## src/pkg/rcd_pkg.sv

```systemverilog
package rcd_pkg;

   // Register map: one 16-bit control register on the plain port
   localparam logic [3:0]  CTRL_ADDR       = 4'h0;
   localparam logic [15:0] CTRL_RESET      = 16'h0000;
   localparam logic [15:0] CTRL_WRITE_MASK = 16'hBF00;
   localparam int          OUT_EN_BIT      = 15;
   localparam int          RUN_SLEEP_BIT   = 13;
   localparam int          SRC_SEL_BIT     = 12;
   localparam int          DIV_LSB         = 8;
   localparam int          DIV_W           = 4;
   localparam int          CNT_W           = 15;
   localparam int          CLK_HZ          = 40_000_000;

   // Decoded control fields
   typedef struct packed {
      logic             out_enable;
      logic             run_in_sleep;
      logic             source_select;
      logic [DIV_W-1:0] divisor_select;
   } rcd_ctrl_t;

endpackage : rcd_pkg

```

## src/rtl/rcd_ref_clock_out.sv

```systemverilog
// The strobed register port and the address map were chosen for this implementation.
`timescale 1ns/1ps
module rcd_ref_clock_out #(
   parameter int ADDR_W = 4
) (
   input  wire logic              sys_clk_i,
   input  wire logic              rst_i,
   input  wire logic [ADDR_W-1:0] addr_i,
   input  wire logic [15:0]       wdata_i,
   input  wire logic              wr_i,
   input  wire logic              rd_i,
   output logic [15:0]            rdata_o,
   input  wire logic              prim_osc_tick_i,
   input  wire logic              crystal_enabled_i,
   input  wire logic              sleep_i,
   output logic                   ref_clock_out_pin_o,
   output logic                   ref_clock_out_pin_oe_o
);

   logic [15:0]                   ctrl_ff;
   logic [15:0]                   rdata_ff;
   logic [2:0]                    tick_sync_ff;
   logic [rcd_pkg::CNT_W-1:0]     div_cnt_ff;
   logic                          out_ff;
   logic                          oe_ff;
   rcd_pkg::rcd_ctrl_t            ctrl;
   logic                          hit_ctrl;
   logic                          prim_edge;
   logic                          base_tick;
   logic                          running;
   logic [rcd_pkg::CNT_W-1:0]     nxt_div_cnt;
   logic                          nxt_out;
   logic                          div_bit;

   // Field view of the control word
   assign ctrl.out_enable     = ctrl_ff[rcd_pkg::OUT_EN_BIT];
   assign ctrl.run_in_sleep   = ctrl_ff[rcd_pkg::RUN_SLEEP_BIT];
   assign ctrl.source_select  = ctrl_ff[rcd_pkg::SRC_SEL_BIT];
   assign ctrl.divisor_select = ctrl_ff[rcd_pkg::DIV_LSB +: rcd_pkg::DIV_W];
   assign hit_ctrl            = (addr_i == ADDR_W'(rcd_pkg::CTRL_ADDR));

   // Register write; unimplemented bits masked so they never store
   // mask unimplemented bits
   always_ff @(posedge sys_clk_i) begin
      if (rst_i) begin
         ctrl_ff <= rcd_pkg::CTRL_RESET;
      end else if (wr_i && hit_ctrl) begin
         ctrl_ff <= wdata_i & rcd_pkg::CTRL_WRITE_MASK;
      end
   end

   // Read data one cycle later, zero for unmapped addresses
   always_ff @(posedge sys_clk_i) begin
      if (rst_i) begin
         rdata_ff <= 16'h0000;
      end else if (rd_i) begin
         rdata_ff <= hit_ctrl ? ctrl_ff : 16'h0000;
      end else begin
         rdata_ff <= 16'h0000;
      end
   end
   assign rdata_o = rdata_ff;

   // Primary oscillator arrives asynchronously; three-stage synchroniser
   always_ff @(posedge sys_clk_i) begin
      if (rst_i) begin
         tick_sync_ff <= 3'h0;
      end else begin
         tick_sync_ff <= {tick_sync_ff[1:0], prim_osc_tick_i};
      end
   end
   // Rising edge once stages two and three disagree (third still low)
   assign prim_edge = tick_sync_ff[1] & ~tick_sync_ff[2];

   // system clock path follows whatever sys_clk_i currently is
   // primary path only counts while the crystal is enabled
   assign base_tick = ctrl.source_select ? (prim_edge & crystal_enabled_i) : 1'b1;

   // stop in sleep unless run-in-sleep is set
   assign running = ctrl.out_enable & (~sleep_i | ctrl.run_in_sleep);

   // output toggles from counter bit code-1 giving divide by 2**code
   // code 1 is /2 via bit 0; code 0 toggles every base tick
   assign nxt_div_cnt = running ? (div_cnt_ff + (base_tick ? 15'h0001 : 15'h0000)) : 15'h0000;
   assign div_bit     = (ctrl.divisor_select == 4'h0) ? 1'b0
                        : div_cnt_ff[ctrl.divisor_select - 4'h1];
   assign nxt_out     = ~running ? 1'b0
                        : (ctrl.divisor_select == 4'h0) ? (base_tick ? ~out_ff : out_ff)
                        : div_bit;

   // Divider and pin registers; pin held low while stopped
   always_ff @(posedge sys_clk_i) begin
      if (rst_i) begin
         div_cnt_ff <= 15'h0000;
         out_ff     <= 1'b0;
         oe_ff      <= 1'b0;
      end else begin
         div_cnt_ff <= nxt_div_cnt;
         out_ff     <= nxt_out;
         oe_ff      <= ctrl.out_enable;
      end
   end
   assign ref_clock_out_pin_o    = out_ff;
   assign ref_clock_out_pin_oe_o = oe_ff;
endmodule : rcd_ref_clock_out

```

## config.mk

```make
export PLATFORM = sky130hd
export DESIGN_NAME = rcd_ref_clock_out
export DESIGN_NICKNAME = d
export VERILOG_FILES = /design/src/pkg/rcd_pkg.sv /design/src/rtl/rcd_ref_clock_out.sv
export SDC_FILE = /design/constraint.sdc
export NUM_CORES = 1
export LEC_CHECK = 0
export ABC_CLOCK_PERIOD_IN_PS = 3300
export BUFFER_PORTS_ARGS = -buffer_cell sky130_fd_sc_hd__buf_4
export CAP_MARGIN = 20
export CORE_UTILIZATION = 54
export DETAILED_ROUTE_END_ITERATION = 6
export MAX_ROUTING_LAYER = met4
export PLACE_DENSITY = 0.9
export SLEW_MARGIN = 15
export SYNTH_ARGS = -nofsm -noshare
export SYNTH_HDL_FRONTEND = slang
export SYNTH_SLANG_ARGS = --single-unit
export TNS_END_PERCENT = 30
```

## constraint.sdc

```tcl
create_clock -name sys_clk_i -period 3.3 [get_ports sys_clk_i]
set_input_delay 0.165 -clock sys_clk_i [delete_from_list [all_inputs] [get_ports sys_clk_i]]
set_output_delay 0.165 -clock sys_clk_i [all_outputs]
set_load 0.01 [all_outputs]
```

* Yosys cells after proc, flatten, opt, wreduce, memory -nomap -nowiden
Index checks and enable logic that the tools add are counted.
** Storage, ports and cells
- Register bits :: 34
- Bits in latches :: 0
- RAM bits :: 0
- Memory bits (read-only) :: 0
- Input port bits :: 27
- Output and inout bits :: 18
- Word-level logic and storage cells :: 31
- Memories kept :: 0
** Cells by class
- Add/subtract/negate cells :: 2
- $mul :: 0
- Divide/modulo/power cells :: 0
- Magnitude comparators :: 1
- Equal/unequal tests :: 1
- Shift operators :: 0
- Multiplexer cells :: 6
- Bitwise operators :: 10
- Reductions and logical operators :: 5
** Operator list (number)
- $add A15 B1 Y15 :: 1
- $logic_not A4 Y1 :: 2
- $not A1 Y1 :: 6
- $lt A4 B5 Y1 const B :: 1
- $mux W1 :: 5
- $bmux W1 S4 :: 1
- $sub A4 B1 Y4 const B :: 1
- $and A1 B1 Y1 :: 3
- $reduce_or A3 Y1 :: 1
- $ne A2 B2 Y1 const B :: 1
- $reduce_or A2 Y1 :: 1
- $logic_and A1 B1 Y1 :: 1
- $or A1 B1 Y1 :: 1

* Depth between registers and ports, before layout
- Depth after elaboration :: 6
- Depth in mapped cells :: 9
- Mapped depth without buffers :: 9

* Worst setup path after synthesis
OpenSTA, ideal clock, no wires.
- Kind :: reg-to-reg
- Start point :: register ctrl_ff[8]
- End point :: register out_ff (netlist: ref_clock_out_pin_o)
- Setup time :: 0.088 ns
- Arrival :: 2.101 ns
- Data required time :: 3.212 ns
- Slack :: 1.111 ns
- Cell stages (with the launch flop) :: 9
- Buffers on the path :: 1
- Clock period less this slack :: 2.189 ns
- Cells stage by stage :: dfxtp_1 > clkbuf_4 > inv_1 > ha_1 > xnor2_1 > mux4_2 > and4bb_1 > a221oi_1 > a311oi_2
** On the way
- Cells in the longest elaborated chain, start to end :: 4
- Elaborated cells between the ends (all ways) :: 6
- Those cells by class :: 1 x add/sub; 1 x eq/ne; 3 x mux; 1 x reduce/logical
** RTL lines
- start: declaration :: line rcd_ref_clock_out.sv:20 : logic [15:0] ctrl_ff;
- start signal: assignment :: line rcd_ref_clock_out.sv:46 : ctrl_ff <= rcd_pkg::CTRL_RESET;
- start signal: assignment :: line rcd_ref_clock_out.sv:48 : ctrl_ff <= wdata_i & rcd_pkg::CTRL_WRITE_MASK;
- $sub A4 B1 Y4 :: line rcd_ref_clock_out.sv:86 : : div_cnt_ff[ctrl.divisor_select - 4'h1];
- $bmux W1 S4 :: line rcd_ref_clock_out.sv:86
- $mux W1 (not written as such) :: line rcd_ref_clock_out.sv:86
- $mux W1 :: line rcd_ref_clock_out.sv:88 : : (ctrl.divisor_select == 4'h0) ? (base_tick ? ~out_ff : out_ff)
- end signal: assignment :: line rcd_ref_clock_out.sv:99 : out_ff <= nxt_out;
- end: declaration :: line rcd_ref_clock_out.sv:24 : logic out_ff;
Parallel ways exist; a longest one is shown, timed or not. The select of a mux whose other input is x is not followed.
A chain may end at the register's enable or synchronous reset.

* Worst setup path in the final report
Same ends and word-level chain as after synthesis.

==> metrics.txt <==
number of failing setup endpoints in the final timing report=0; cts hold-fix bufs=0; quantity of gates resized following cts=0; portion of synthesized cell area occupied by the leading cell type=45.2%; number of max-slew violations in the final report=0; filler-free cell count of the finished design=217; Setup TNS=0 ns; min-delay worst type=input pin to flop; DRT Pass-1 Iters=4; required time of the critical path=3.55 ns; Post-DRT Antenna Nets=0; highest achievable clock rate=402 MHz; Static Leakage=0.737 nW; final non-filler cell area=0.00175 sq mm; standard cell with the maximum stage delay on the critical path=sky130_fd_sc_hd__dfxtp_1; Syn Inst Count=156; worst hold slack=0.0456 ns; cell taking the most area after synthesis=sky130_fd_sc_hd__dfxtp_1; total placed cells including tap cells=208; count of max-cap constraint violations=0; number of antenna violations at the first check in global routing=0; routability-driven placement congestion ratio=0.811; largest net degree at the start of global routing=17; die extent in x=54.8 um; register-to-register setup slack=0.81 ns; number of hold violations in the final report=0; Post-synth EDFFs=0; Core Footprint=0.00254 sq mm; row cnt=18; met3 routed WL=95 um; global-route total usage across every layer=22.0%; drt initial violations=14; overall via count from detail_route=1130; outcome=finished, final reports clean; Min Clock Period, post-route=2.49 ns; post-synthesis register bit count=34; Diodes inserted=0; effective utilization at floorplan=59.1%; dominant register cell in the synthesized netlist=sky130_fd_sc_hd__dfxtp_1; power consumption=687 uW; largest stage delay on the critical path=0.63 ns; startpoint of the most critical register-to-register path=ctrl_ff[8]; vias in the first global route=1074; routed length on met1=1210 um; DRT Wirelength=2680 um; Top Metal Used=met4; vias per std cell=5.21; post-route DRC violation count=0; PD cells=392 mW/mm^2; Distinct cells, synth=31; synth top area cells=sky130_fd_sc_hd__dfxtp_1 45%, sky130_fd_sc_hd__mux2i_1 8.6%, sky130_fd_sc_hd__nor2_1 5.2%; depth of the worst hold-timing path=2; clk_skew=0.0102 ns; H-tree Lvls=2; kind of critical path=flop to flop; Ys Warns=0; series of cell instances along the critical path=inv_1 -> ha_1 -> xnor2_1 -> mux4_2 -> and4bb_1 -> a221oi_1 -> a311oi_2; TritonCTS buffer count=5; end of the worst register-to-register path=ref_clock_out_pin_o; critical path capture point type=flop; Max transition margin=49.2%; drt wl/cell=12.3 um; proportion of layout cells with a drive suffix above 1=20.3%; boundary pin count=45; insertion delay of the later-clocked pin in the worst-skew pair=0.33 ns; total half-perimeter wirelength after legalization and detailed placement=2010 um; Avg Inst Size Synth=9.65 sq um; leading cell type in the layout, fill and taps excluded=sky130_fd_sc_hd__dfxtp_1; number of nets in the layout=217; async set-reset flop share out of synthesis=0%; wire length of the first global-routing pass=4440 um; Worst-Margin Slew=0.757 ns; deepest clock path buffer count=2; startpoint class of the critical path=flop; sink of the worst hold path=tick_sync_ff[0]; R2R depth=7; CTS tree=done; Mapped Area=0.00151 sq mm; launch instance of the worst min-delay path=prim_osc_tick_i; commonest cells after routing, fill and taps aside=34 x sky130_fd_sc_hd__dfxtp_1, 27 x sky130_fd_sc_hd__buf_4, 21 x sky130_fd_sc_hd__nor2_1, 13 x sky130_fd_sc_hd__mux2i_1, 10 x sky130_fd_sc_hd__nand2_1; number of sinks handled by clock tree synthesis=34; clock-pin slew on the worst setup and hold paths=0.11 ns; Vert. Die Dim=54.8 um; post-CTS setup repair buffer count=0; grt total ovfl=0; number of port buffers=26; arrival time worst endpoint=2.74 ns; area of the die=0.00300 sq mm; worst-path maximum fanout=11; cell area after placement=0.00169 sq mm; total met2 wirelength after detailed routing=1340 um; final worst-path cycle share=75.4%; highest ir drop seen on vdd=393 uV; part of the Yosys area used for sequential elements=45.2%; clock tree root buffer cell=sky130_fd_sc_hd__clkbuf_4; RSZ-0062 raised after global routing=false; area added between synthesis and finish=16.5%
==> cell families (layout without fill, tap and decap cells) <==
family | after synthesis | in the layout | share of synthesized area [%]
adders and majority gates | 4 | 4 | 3.33
muxes | 16 | 16 | 12.4
and+or+nand+nor | 60 | 60 | 20.0
xor gates and xnor gates | 13 | 13 | 7.56
DFF | 34 | 34 | 45.2
buffers and inverters | 18 | 41 | 6.98
AOI/OAI and AO/OA | 10 | 10 | 4.24
other | 1 | 9 | 0.249
==> stage by stage <==
| step | util [%] | worst slack (ns) |
|---|---|---|
| after floorplan | - | 1.11 |
| after global placement | 66.2 | 0.848 |
| after global routing | 68.9 | 0.605 |
| after detailed placement | 66.2 | 0.818 |
| final | 68.9 | 0.812 |
| after CTS | 68.6 | 0.790 |
==> cell usage after synthesis (3+ instances only) <==
cell type and n:
sky130_fd_sc_hd__nand2_1 10, sky130_fd_sc_hd__nand3_1 4, sky130_fd_sc_hd__nor2_1 21, sky130_fd_sc_hd__or3_1 3
sky130_fd_sc_hd__dfxtp_1 34, sky130_fd_sc_hd__ha_1 4, sky130_fd_sc_hd__nor2b_1 4, sky130_fd_sc_hd__and2_1 7
sky130_fd_sc_hd__inv_1 6, sky130_fd_sc_hd__buf_4 9, sky130_fd_sc_hd__xnor2_1 6, sky130_fd_sc_hd__mux2i_1 13
sky130_fd_sc_hd__a21oi_1 3, sky130_fd_sc_hd__o21ai_0 3, sky130_fd_sc_hd__xor2_1 7
==> worst max path at each step <==
stage | endpoint | slack [ns] | from | cells after the start
floorplan | ref_clock_out_pin_o | 1.11 | ctrl_ff[8] | 8
global placement | ref_clock_out_pin_o | 0.85 | ctrl_ff[8] | 7
detailed placement | ref_clock_out_pin_o | 0.82 | ctrl_ff[8] | 7
CTS | ref_clock_out_pin_o | 0.79 | ctrl_ff[8] | 7
global route | ref_clock_out_pin_o | 0.61 | ctrl_ff[8] | 7
finish | ref_clock_out_pin_o | 0.81 | ctrl_ff[8] | 7
==> where the power goes <==
part | internal (mW) | switching, mW
sequential | 0.413 | 0.00202
clock | 0.103 | 0.135
combinational | 0.0190 | 0.0150
==> worst max-delay path: cells and delay by family (launching register included) <==
kind,cells,cell delay (ns)
AOI/OAI and AO/OA,2,0.29
xor gates and xnor gates,1,0.32
adders and majority gates,1,0.23
DFF,1,0.63
muxes,1,0.54
buffers and inverters,1,0.13
and+or+nand+nor,1,0.26
==> flip-flops by register name, indices dropped and copies added (netlist names) <==
signal / count
ctrl_ff: 7
div_cnt_ff: 15
rdata_o: 7
ref_clock_out_pin_o: 1
ref_clock_out_pin_oe_o: 1
tick_sync_ff: 3
==> area by class of cell <==
class / count / area [sq um]
Tap cell: 30 / 37.5
Sequential cell: 34 / 681
Timing Repair Buffer: 27 / 203
Inverter: 6 / 22.5
Clock buffer: 7 / 55.1
Multi-Input combinational cell: 112 / 749
Clock inverter: 1 / 5.00
Fill cell: 201 / 792
==> metal layers <==
layer / global-route usage, % / vias up
met2: 35.1 / 21
met3: 5.83 / 5
met1: 25.8 / 540
met5: - / -
li1: - / 564
met4: 8.97 / 0
(Power assumes the default switching activity.)
